<file path="config.mk">
export PLATFORM = sky130hd
export DESIGN_NAME = pmd_ctrl
export DESIGN_NICKNAME = d
export VERILOG_FILES = /design/src/hdl/pmd_pkg.sv /design/src/hdl/pmd_ctrl.sv
export SDC_FILE = /design/constraint.sdc
export NUM_CORES = 1
export LEC_CHECK = 0
export BUFFER_PORTS_ARGS = -buffer_cell sky130_fd_sc_hd__clkbuf_2
export CORE_MARGIN = 2
export CORE_UTILIZATION = 55
export DETAILED_ROUTE_END_ITERATION = 10
export GPL_ROUTABILITY_DRIVEN = 1
export GPL_TIMING_DRIVEN = 0
export PLACE_DENSITY_LB_ADDON = 0.05
export SETUP_SLACK_MARGIN = 0.1
export SLEW_MARGIN = 30
export SYNTH_ARGS = -nofsm -noshare
export SYNTH_HDL_FRONTEND = slang
export SYNTH_SLANG_ARGS = --single-unit
</file>
<file path="constraint.sdc">
create_clock -name mclk -period 7.5 [get_ports mclk]
set_input_delay 0.75 -clock mclk [delete_from_list [all_inputs] [get_ports mclk]]
set_output_delay 0.75 -clock mclk [all_outputs]
set_load 0.02 [all_outputs]
</file>
<file path="src/hdl/pmd_pkg.sv">
package pmd_pkg;
    // geometry
    localparam int ROW_BITS      = 9;
    localparam int COL_BITS      = 9;
    localparam int ADDR_BITS     = 18;
    localparam int DATA_BITS     = 16;
    localparam int ROW_COUNT     = 512;
    // clock and timing figures
    localparam int CLK_PERIOD_PS = 4000;
    localparam int CYC_TIME_NS   = 60;     // full random cycle, fastest grade
    localparam int PAGE_TIME_NS  = 12;     // page column cycle, fastest grade
    localparam int ACCESS_NS     = 35;     // row strobe to valid data
    localparam int ROW_ACT_NS    = 35;     // row active minimum
    localparam int PRECHG_NS     = 25;     // precharge after row strobe rises
    localparam int REFI_NS       = 8000000;
    localparam int PWRUP_US      = 200;
    localparam int INIT_CYCLES   = 8;
    // least times round up except the power-up pause, longest times round down
    localparam int ACCESS_CYC  = (ACCESS_NS * 1000 + CLK_PERIOD_PS - 1) / CLK_PERIOD_PS + 1;
    localparam int ROW_ACT_CYC = (ROW_ACT_NS * 1000 + CLK_PERIOD_PS - 1) / CLK_PERIOD_PS;
    localparam int PRECHG_CYC  = (PRECHG_NS * 1000 + CLK_PERIOD_PS - 1) / CLK_PERIOD_PS;
    localparam int CYC_CYC     = (CYC_TIME_NS * 1000 + CLK_PERIOD_PS - 1) / CLK_PERIOD_PS;
    localparam int PAGE_HALF   = ((PAGE_TIME_NS * 1000 + CLK_PERIOD_PS - 1) / CLK_PERIOD_PS + 1) / 2;
    localparam int REFI_CYC    = (REFI_NS / ROW_COUNT) * 1000 / CLK_PERIOD_PS;
    localparam int PWRUP_CYC   = PWRUP_US * 1000000 / CLK_PERIOD_PS;
    localparam int CNT_W       = 16;

    typedef enum logic [1:0] {
        PMD_OP_READ,
        PMD_OP_WRITE,
        PMD_OP_RMW
    } pmd_op_t;

    // user request
    typedef struct packed {
        pmd_op_t                op;
        logic [ADDR_BITS-1:0]   addr;
        logic [DATA_BITS-1:0]   wdata;
        logic [1:0]             lane_en;   // bit0 lower byte, bit1 upper byte
    } pmd_req_t;

    // dram pin bundle, strobes active low
    typedef struct packed {
        logic                   row_strobe_n;
        logic                   lower_lane_col_strobe_n;
        logic                   upper_lane_col_strobe_n;
        logic                   write_en_n;
        logic                   out_en_n;
        logic [ROW_BITS-1:0]    mux_addr_bus;
        logic [DATA_BITS-1:0]   data_out;
        logic [1:0]             data_oe;
    } pmd_pins_t;
endpackage

</file>
<file path="src/hdl/pmd_ctrl.sv">
`timescale 1ns/10ps
module pmd_ctrl #(
    parameter int PWRUP_CYCLES = pmd_pkg::PWRUP_CYC,
    parameter int REFI_CYCLES  = pmd_pkg::REFI_CYC
) (
    input  wire logic                               mclk,
    input  wire logic                               sys_rst,
    input  wire logic                               clk_en,
    input  wire logic                               req_valid,
    output logic                                    req_ready,
    input  wire pmd_pkg::pmd_req_t                  req,
    input  wire logic                               page_hit_en,
    output logic                                    rsp_valid,
    output logic [pmd_pkg::DATA_BITS-1:0]           rsp_rdata,
    output logic                                    init_done,
    output logic                                    row_strobe_n,
    output logic                                    lower_lane_col_strobe_n,
    output logic                                    upper_lane_col_strobe_n,
    output logic                                    write_en_n,
    output logic                                    out_en_n,
    output logic [pmd_pkg::ROW_BITS-1:0]            mux_addr_bus,
    output logic [pmd_pkg::DATA_BITS-1:0]           data_pins_o,
    output logic [1:0]                              data_pins_oe,
    input  wire logic [pmd_pkg::DATA_BITS-1:0]      data_pins_i
);
    initial begin
        if (PWRUP_CYCLES < 1 || PWRUP_CYCLES >= 2**24 || REFI_CYCLES < 64 || REFI_CYCLES >= 2**pmd_pkg::CNT_W)
            $error("pmd_ctrl: timing parameter out of range");
    end

    typedef enum logic [3:0] {
        ST_PWRUP, ST_INIT, ST_IDLE, ST_ROW, ST_COL, ST_WAIT, ST_RMW_WR, ST_PAGE_PRE, ST_REF_CAS,
        ST_REF_RAS, ST_PRECHG
    } pmd_state_t;

    typedef struct packed {
        pmd_state_t                     state;
        logic [23:0]                    pwr_cnt;
        logic [3:0]                     init_cnt;
        logic [pmd_pkg::CNT_W-1:0]      refi_cnt;
        logic                           ref_pend;
        logic [7:0]                     tmr;
        logic [7:0]                     ras_age;
        logic                           row_open;
        logic [pmd_pkg::ROW_BITS-1:0]   open_row;
        pmd_pkg::pmd_req_t              cur;
        pmd_pkg::pmd_pins_t             pins;
        logic                           rsp_valid;
        logic [pmd_pkg::DATA_BITS-1:0]  rdata;
        logic                           init_done;
    } pmd_st_t;

    pmd_st_t st_reg;
    pmd_st_t st_next;
    logic [pmd_pkg::DATA_BITS-1:0] din_meta_reg;
    logic [pmd_pkg::DATA_BITS-1:0] din_sync_reg;

    function automatic logic [pmd_pkg::ROW_BITS-1:0] row_of(input logic [pmd_pkg::ADDR_BITS-1:0] a);
        row_of = a[pmd_pkg::ADDR_BITS-1:pmd_pkg::COL_BITS];
    endfunction

    function automatic logic [pmd_pkg::COL_BITS-1:0] col_of(input logic [pmd_pkg::ADDR_BITS-1:0] a);
        col_of = a[pmd_pkg::COL_BITS-1:0];
    endfunction

    // merge sampled lanes, only strobed lanes carry data
    function automatic logic [pmd_pkg::DATA_BITS-1:0] lane_merge(input logic [pmd_pkg::DATA_BITS-1:0] old_d,
                                                               input logic [pmd_pkg::DATA_BITS-1:0] new_d,
                                                               input logic [1:0] en);
        lane_merge = old_d;
        if (en[0])
            lane_merge[7:0] = new_d[7:0];
        if (en[1])
            lane_merge[15:8] = new_d[15:8];
    endfunction

    localparam logic [7:0] ACC_C  = 8'(pmd_pkg::ACCESS_CYC);
    localparam logic [7:0] RAS_C  = 8'(pmd_pkg::ROW_ACT_CYC);
    localparam logic [7:0] PRE_C  = 8'(pmd_pkg::PRECHG_CYC);
    localparam logic [7:0] CYC_C  = 8'(pmd_pkg::CYC_CYC);
    localparam logic [7:0] PAGE_C = 8'(pmd_pkg::PAGE_HALF);

    // input pins pass two flops before use
    always_ff @(posedge mclk) begin
        if (sys_rst) begin
            din_meta_reg <= 16'h0000;
            din_sync_reg <= 16'h0000;
        end else if (clk_en) begin
            din_meta_reg <= data_pins_i;
            din_sync_reg <= din_meta_reg;
        end
    end

    // a miss or a page being closed costs a precharge first, so it is not taken yet
    assign req_ready = (st_reg.state == ST_IDLE) && !st_reg.ref_pend && st_reg.init_done &&
                       (!st_reg.row_open || (page_hit_en && row_of(req.addr) == st_reg.open_row));

    always_comb begin
        st_next = st_reg;
        st_next.rsp_valid = 1'b0;
        // refresh interval tick, one row per tick keeps 512 rows in 8 ms
        if (st_reg.refi_cnt == pmd_pkg::CNT_W'(REFI_CYCLES - 1)) begin
            st_next.refi_cnt = '0;
            st_next.ref_pend = 1'b1;
        end else begin
            st_next.refi_cnt = st_reg.refi_cnt + 1'b1;
        end
        if (st_reg.tmr != 8'h00)
            st_next.tmr = st_reg.tmr - 1'b1;
        if (!st_reg.pins.row_strobe_n && st_reg.ras_age != 8'hff)
            st_next.ras_age = st_reg.ras_age + 1'b1;
        case (st_reg.state)
            ST_PWRUP: begin
                // pins idle high through the pause
                if (st_reg.pwr_cnt == 24'(PWRUP_CYCLES - 1))
                    st_next.state = ST_INIT;
                else
                    st_next.pwr_cnt = st_reg.pwr_cnt + 1'b1;
            end
            ST_INIT: begin
                // eight column-first refreshes count as init cycles
                if (st_reg.init_cnt == 4'(pmd_pkg::INIT_CYCLES)) begin
                    st_next.init_done = 1'b1;
                    st_next.state = ST_IDLE;
                end else if (st_reg.tmr == 8'h00) begin
                    st_next.init_cnt = st_reg.init_cnt + 1'b1;
                    st_next.state = ST_REF_CAS;
                end
            end
            ST_IDLE: begin
                if (st_reg.ref_pend) begin
                    // an open row is closed first and the refresh stays pending; a tick now wins
                    if (!st_reg.row_open)
                        st_next.ref_pend = (st_reg.refi_cnt == pmd_pkg::CNT_W'(REFI_CYCLES - 1));
                    st_next.state = st_reg.row_open ? ST_PAGE_PRE : ST_REF_CAS;
                end else if (req_valid && req_ready) begin
                    st_next.cur = req;
                    if (!st_reg.row_open) begin
                        st_next.pins.mux_addr_bus = row_of(req.addr);
                        st_next.state = ST_ROW;
                        st_next.tmr = 8'h01;
                    end else begin
                        st_next.pins.mux_addr_bus = col_of(req.addr);
                        st_next.state = ST_COL;
                        st_next.tmr = 8'h01;
                    end
                end else if (st_reg.row_open && (req_valid || !page_hit_en)) begin
                    st_next.state = ST_PAGE_PRE;
                end
            end
            ST_ROW: begin
                // address setup two cycles, then row strobe falls
                if (st_reg.pins.row_strobe_n && st_reg.tmr == 8'h00) begin
                    st_next.pins.row_strobe_n = 1'b0;
                    st_next.ras_age = 8'h00;
                    st_next.row_open = 1'b1;
                    st_next.open_row = row_of(st_reg.cur.addr);
                    st_next.tmr = 8'h02;
                end else if (!st_reg.pins.row_strobe_n && st_reg.tmr == 8'h00) begin
                    st_next.pins.mux_addr_bus = col_of(st_reg.cur.addr);
                    st_next.state = ST_COL;
                    st_next.tmr = 8'h01;
                end
            end
            ST_COL: begin
                if (st_reg.tmr == 8'h00) begin
                    // write enable set in the same cycle as the column strobes
                    st_next.pins.write_en_n = (st_reg.cur.op != pmd_pkg::PMD_OP_WRITE);
                    st_next.pins.out_en_n = (st_reg.cur.op == pmd_pkg::PMD_OP_WRITE);
                    st_next.pins.lower_lane_col_strobe_n = !st_reg.cur.lane_en[0];
                    st_next.pins.upper_lane_col_strobe_n = !st_reg.cur.lane_en[1];
                    if (st_reg.cur.op == pmd_pkg::PMD_OP_WRITE) begin
                        st_next.pins.data_out = st_reg.cur.wdata;
                        st_next.pins.data_oe = st_reg.cur.lane_en;
                    end
                    // covers row access time plus the sync delay
                    st_next.tmr = (ACC_C > PAGE_C) ? ACC_C : PAGE_C;
                    st_next.state = ST_WAIT;
                end
            end
            ST_WAIT: begin
                if (st_reg.tmr == 8'h00 && st_reg.ras_age >= RAS_C) begin
                    if (st_reg.cur.op != pmd_pkg::PMD_OP_WRITE)
                        st_next.rdata = lane_merge(16'h0000, din_sync_reg, st_reg.cur.lane_en);
                    if (st_reg.cur.op == pmd_pkg::PMD_OP_RMW) begin
                        // release output enable before driving the bus
                        st_next.pins.out_en_n = 1'b1;
                        st_next.tmr = 8'h01;
                        st_next.state = ST_RMW_WR;
                    end else begin
                        st_next.rsp_valid = 1'b1;
                        st_next.pins.lower_lane_col_strobe_n = 1'b1;
                        st_next.pins.upper_lane_col_strobe_n = 1'b1;
                        st_next.pins.data_oe = 2'b00;
                        st_next.pins.write_en_n = 1'b1;
                        st_next.pins.out_en_n = 1'b1;
                        st_next.tmr = PAGE_C;
                        st_next.state = ST_PRECHG;
                    end
                end
            end
            ST_RMW_WR: begin
                if (st_reg.tmr == 8'h00 && st_reg.pins.write_en_n) begin
                    st_next.pins.data_out = lane_merge(st_reg.rdata, st_reg.cur.wdata, st_reg.cur.lane_en);
                    st_next.pins.data_oe = st_reg.cur.lane_en;
                    st_next.pins.write_en_n = 1'b0;
                    st_next.tmr = PAGE_C;
                end else if (st_reg.tmr == 8'h00) begin
                    st_next.rsp_valid = 1'b1;
                    st_next.pins.lower_lane_col_strobe_n = 1'b1;
                    st_next.pins.upper_lane_col_strobe_n = 1'b1;
                    st_next.pins.data_oe = 2'b00;
                    st_next.pins.write_en_n = 1'b1;
                    st_next.tmr = PAGE_C;
                    st_next.state = ST_PRECHG;
                end
            end
            ST_PRECHG: begin
                // column precharge after an access, row precharge after a close or a refresh
                if (st_reg.tmr == 8'h00)
                    st_next.state = ST_IDLE;
            end
            ST_PAGE_PRE: begin
                // close row only after row active minimum
                if (st_reg.ras_age >= RAS_C && st_reg.tmr == 8'h00) begin
                    st_next.pins.row_strobe_n = 1'b1;
                    st_next.row_open = 1'b0;
                    st_next.tmr = (CYC_C > RAS_C + PRE_C) ? CYC_C - RAS_C : PRE_C;
                    st_next.state = ST_PRECHG;
                end
            end
            ST_REF_CAS: begin
                // both column strobes low first, write high, address ignored
                if (st_reg.tmr == 8'h00 && st_reg.pins.lower_lane_col_strobe_n) begin
                    st_next.pins.lower_lane_col_strobe_n = 1'b0;
                    st_next.pins.upper_lane_col_strobe_n = 1'b0;
                    st_next.tmr = 8'h02;
                end else if (st_reg.tmr == 8'h00) begin
                    st_next.pins.row_strobe_n = 1'b0;
                    st_next.ras_age = 8'h00;
                    st_next.tmr = RAS_C;
                    st_next.state = ST_REF_RAS;
                end
            end
            ST_REF_RAS: begin
                if (st_reg.tmr == 8'h00) begin
                    st_next.pins.row_strobe_n = 1'b1;
                    st_next.pins.lower_lane_col_strobe_n = 1'b1;
                    st_next.pins.upper_lane_col_strobe_n = 1'b1;
                    st_next.tmr = PRE_C;
                    st_next.state = st_reg.init_done ? ST_PRECHG : ST_INIT;
                end
            end
            default: begin
                st_next.state = ST_IDLE;
            end
        endcase
    end

    // single state register, clock enable freezes all of it
    always_ff @(posedge mclk) begin
        if (sys_rst) begin
            st_reg <= '0;
            st_reg.state <= ST_PWRUP;
            st_reg.pins.row_strobe_n <= 1'b1;
            st_reg.pins.lower_lane_col_strobe_n <= 1'b1;
            st_reg.pins.upper_lane_col_strobe_n <= 1'b1;
            st_reg.pins.write_en_n <= 1'b1;
            st_reg.pins.out_en_n <= 1'b1;
        end else if (clk_en) begin
            st_reg <= st_next;
        end
    end

    assign rsp_valid               = st_reg.rsp_valid;
    assign rsp_rdata               = st_reg.rdata;
    assign init_done               = st_reg.init_done;
    assign row_strobe_n            = st_reg.pins.row_strobe_n;
    assign lower_lane_col_strobe_n = st_reg.pins.lower_lane_col_strobe_n;
    assign upper_lane_col_strobe_n = st_reg.pins.upper_lane_col_strobe_n;
    assign write_en_n              = st_reg.pins.write_en_n;
    assign out_en_n                = st_reg.pins.out_en_n;
    assign mux_addr_bus            = st_reg.pins.mux_addr_bus;
    assign data_pins_o             = st_reg.pins.data_out;
    assign data_pins_oe            = st_reg.pins.data_oe;
endmodule

</file>
Word level (Yosys, flattened, before mapping)

Index checks and enable logic that the tools add are counted.

Mux-type cells: 85
Bitwise gates (word level): 3
Order comparisons: 1
Equality and inequality tests: 40
Add/subtract/negate cells: 5
Reductions and logical operators: 45

Operator list:

| operator                                               | count |
|---|---|
| 2-to-1 mux 8 bit                                       | 18 |
| 2-to-1 mux 4 bit                                       | 22 |
| 2-to-1 mux 16 bit                                      | 4 |
| one-hot mux 8 bit (8 select lines)                     | 1 |
| 2-to-1 mux 18 bit                                      | 3 |
| 2-to-1 mux 9 bit                                       | 5 |
| one-hot mux 4 bit (11 select lines)                    | 1 |
| inequality test 2 bit (second input constant)          | 18 |
| one-hot mux 16 bit (2 select lines)                    | 1 |
| adder 24 x 1 -> 24 bit (second input constant)         | 1 |
| equality test 24 x 16 -> 1 bit (second input constant) | 1 |
| AND reduction 4 bit                                    | 5 |
| 2-to-1 mux 19 bit                                      | 1 |
| one-hot mux 9 bit (2 select lines)                     | 1 |
| adder 16 x 1 -> 16 bit (second input constant)         | 1 |
| equality test 16 x 12 -> 1 bit (second input constant) | 1 |
| equality test 4 x 3 -> 1 bit (second input constant)   | 4 |
| equality test 4 bit (second input constant)            | 4 |
| one-hot mux 8 bit (2 select lines)                     | 1 |
| 2-to-1 mux 3 bit                                       | 5 |
| AND reduction 15 bit                                   | 1 |
| AND reduction 7 bit                                    | 2 |
| logical AND 1 bit                                      | 12 |
| AND reduction 6 bit                                    | 2 |
| 33 further kinds                                       | 64 |

Register bits after elaboration: 195

Depth between registers and ports, before layout

Word-level depth: 8
Gate-level depth with buffers: 13
Gate-level depth less buffers: 12

Least setup slack after synthesis

No wires, ideal clock.

Kind: input-to-output
From: in req[33] (netlist bit)
To: out req_ready
Buffers on the path: 0
Required time: 6.750 ns
Slack: 4.712 ns
Data arrival time: 2.038 ns
Stages on the path: 5
Cell sequence: xnor2_1 -> nand4_1 -> nor3_1 -> nor2_1 -> nor4b_1

Word-level cells in the longest chain between the ends: 4

Ends and longest elaborated chain:

| element             | line           | RTL |
|---|---|---|
| start, declared     | pmd_ctrl.sv:11 | `input wire pmd_pkg::pmd_req_t req,` |
| equality test 9 bit | pmd_ctrl.sv:96 | `(!st_reg.row_open \|\| (page_hit_en && row_of(req.addr) == st_reg.open_row));` |
| logical AND 1 bit   | pmd_ctrl.sv:96 |  |
| logical OR 1 bit    | pmd_ctrl.sv:96 |  |
| logical AND 1 bit   | pmd_ctrl.sv:95 | `assign req_ready = (st_reg.state == ST_IDLE) && !st_reg.ref_pend && st_reg.init_done &&` |
| end, declared       | pmd_ctrl.sv:10 | `output logic req_ready,` |

Every way passes these cells.

Worst setup path after layout

From: reg st_reg[162] (netlist bit)
To: out req_ready

Word-level cells in the longest chain between the ends: 4

Ends and longest elaborated chain:

| element                        | line            | RTL |
|---|---|---|
| start, declared                | pmd_ctrl.sv:53  | `pmd_st_t st_reg;` |
| start signal, assigned         | pmd_ctrl.sv:271 | `st_reg <= st_next;` |
| equality test 4 x 2 -> 1 bit   | pmd_ctrl.sv:95  |  |
| logical AND 1 bit (3 in a row) | pmd_ctrl.sv:95  |  |

Every way passes these cells.

==> key figures <==
Status
  – Status: completed

Synthesis
  – Number of synthesized register bits: 195
  – Post-synth top flop: dfxtp_1
  – Post-synth EDFFs: 0
  – Syn_nets: 1224
  – Cell taking the most area after synthesis: dfxtp_1
  – Area contributors post-synth: dfxtp_1 42%, nand2_1 7.6%, nor2_1 5.9%
  – Seq/Total Area, Yosys: 0.415
  – Syn Inst Count: 1153
  – Ys async rst share: 0
  – Warnings from Yosys: 0
  – Synth top area share: 0.415
  – Netlist Area Pre-Place: around 0.0094 sq mm
  – Synthesized area per cell: 8.16 sq um
  – Count of cell types in the netlist: 69

Floorplanning
  – Core area: ~0.017 sq mm
  – Width of the chip: 135 um
  – Core Rows: between 40 and 50
  – Die Area: 0.0182 sq mm
  – Initial Util: 0.565
  – Overall die height: approximately 130 um
  – Number of I/O pins: 110

Flow run
  – Max-cap violations: 0

Worst setup path
  – Crit Path Category: reg2out
  – WP data arrival: 2.24 ns
  – Worst endpoint required time: just under 7 ns
  – R2r setup slk: 4.64 ns
  – FF-to-FF Start: st_reg[162]
  – Worst Setup End Kind: output port
  – CP max FO: 10
  – FF-to-FF path depth: 9
  – Critical Path Start Type: register
  – Worst r2r dst: st_reg[112]

STA
  – Worst setup margin: between 4 and 5 ns
  – Setup TNS: 0 ns
  – Crit path time final: 2.99 ns
  – Tcrit/Tclk final: 0.399
  – # setup viols final: 0
  – Final Hold Viols: 0
  – Setup Skew: 0.0117 ns
  – Max-slew violations: 0
  – Max_slew headroom: 0.348
  – Highest clock rate: approximately 0.33 GHz
  – Worst slew pin tran: a little under 1 ns
  – RSZ-0062 raised after global routing: false

Worst hold path
  – Hold Path Stages: 2
  – Min-delay src: st_reg[80]
  – Worst Hold Class: reg2reg
  – Hold endpoint: st_reg[91]

Clock network
  – CTS tree: done
  – Bufs on Longest Clock Path: 2
  – Setup bufs post-CTS: 0
  – Root Buffer: clkbuf_16
  – Post_cts resized: 0
  – Clk Latency, worst-skew pair: between 0.4 and 0.5 ns
  – Clock sink total: 195
  – Hold_buf cts: 0
  – H-tree depth: 4
  – CTS Buf Count: 17
  – Clk slew on worst S/H paths: 0.08 ns

Power and ir drop
  – Pint: 0.00165 W
  – PwrDens: about 220 mW/mm^2
  – Sequential Power Share: 0.456
  – Leak: approximately 4.1 nW
  – Clock Power Share: 0.364
  – Combinational power share: 0.179
  – Sw frac: 0.310
  – Total power: 0.00239 W
  – Switch Pwr: 0.000741 W
  – Peak supply drop: 265 uV

Final layout
  – Layout cells sized above 1: 0.169
  – ANT cells: 0
  – # fillers: 1488
  – Util after Layout: 0.648
  – Max reg flops: 113
  – Area grow syn2layout: 14.6%
  – Nets: ~1400

Global routing
  – Initial antenna violation count: 0
  – Largest net degree at the start of global routing: 19
  – Number of global-route vias before repair: 7883
  – First-pass GRT wire length: 40900 um
  – Gr ovfl total: 0
  – Global-route total usage across every layer: 0.285

Place
  – Dpl hpwl: roughly 18000 um
  – Port bufs: 109
  – Dpl ws: between 4 and 5 ns
  – GP Congestion: 0.950

Drt
  – Wl on met1: 12000 um
  – Met3 wire length: 1680 um
  – Post-route ant nets: 0
  – DR vias/cell: about 5.6
  – Met2 wire length: 11200 um
  – # DRC: 0
  – Routed Wire Length: 25200 um
  – TritonRoute pass-1 iters: 5
  – WL per Instance: roughly 17 um
  – Vias: 8449
  – Top routing layer in use: met4
  – DR iter-0 viols: 603
-- power by group through the flow --
stage,clock network (W),logic (W),registers [W]
floorplan,0,0.000305,0.00111
global route,0.000915,0.000471,0.00110
finish,0.000871,0.000428,0.00109
global placement,0,0.000414,0.00111
CTS,0.000878,0.000420,0.00109
detailed placement,0,0.000414,0.00111
-- per-stage QoR --
stage / std cells / area [sq um] / hold WS (ns)
floorplan: 1153 / 9410 / 0.432
global placement: 1482 / 10200 / 0.437
detailed placement: 1482 / 10200 / 0.444
CTS: 1513 / 10800 / 0.454
global route: 1513 / 10800 / 0.475
finish: 1513 / 10800 / 0.452
-- synthesized netlist by cell type (3+ instances only) --
cell	n
buf_1	3
xor2_1	33
and2_1	4
a31oi_1	12
nor3_1	18
nor2b_1	6
nor3_4	3
xnor2_1	25
nand2_1	191
a21oi_1	94
buf_2	12
o221ai_1	3
nor3b_1	4
a311oi_1	17
nand4_1	18
clkbuf_1	46
ha_1	12
nor4b_1	3
nor4_1	6
o21ai_0	44
nor2_1	147
inv_1	19
or3_1	3
and4_1	8
dfxtp_1	195
nand3_1	37
nand3b_1	4
o211ai_1	4
nand2b_1	10
buf_6	3
buf_4	45
and3_1	17
a211oi_1	6
mux2i_1	55
-- worst max-delay path: stages, from the launching register on --
cell and delay [ns]:
dfxtp_1 0.32, clkbuf_1 0.24, or4b_1 0.61, nor4b_1 0.39
clkbuf_2 0.24
-- kinds of logic after synthesis --
kind of cell / share of synthesized area
compound gates: 0.131
simple gates: 0.251
xor+xnor: 0.0540
fa+ha+maj: 0.0160
flops: 0.415
mux: 0.0585
buf+inv: 0.0742
-- routing by layer --
metal | vias up | track usage
met3 | 33 | 0.0556
met2 | 287 | 0.447
met5 | - | 0
met4 | 0 | 0.0760
met1 | 3950 | 0.404
li1 | 4179 | -
-- worst max path at each step --
stage / startpoint / end / slack [ns] / cells past startpoint
6_report: st_reg[162] / req_ready / 4.51 / 4
4_1_cts: st_reg[162] / req_ready / 4.48 / 4
3_5_place_dp: clk_en / din_meta_reg[15] / 4.52 / 6
2_1_floorplan: req[33] / req_ready / 4.71 / 5
5_1_grt: st_reg[162] / req_ready / 4.40 / 4
3_3_place_gp: clk_en / din_meta_reg[9] / 4.49 / 6
-- placed cells by master, fill, tap and decap left out, types with 18 or more instances in the layout --
cell and count:
dfxtp_1 195, nand2_1 191, nor2_1 147, clkbuf_2 110, a21oi_1 94, mux2i_1 55
clkbuf_1 46, buf_4 45, o21ai_0 44, nand3_1 37, xor2_1 33, xnor2_1 25
inv_1 19, nand4_1 18, nor3_1 18
-- area by class of cell --
class | count | area (sq um) | area share
multi-input combinational | 828 | 4800 | 0.446
sequential | 195 | 3900 | 0.362
buffer | 110 | 621 | 0.0576
timing repair buffer | 109 | 546 | 0.0506
clock buffer | 17 | 425 | 0.0395
tap | 220 | 275 | 0.0255
clock inverter | 14 | 128 | 0.0118
inverter | 20 | 77.6 | 0.00720
Note: power is estimated with default switching activity, not from simulation.
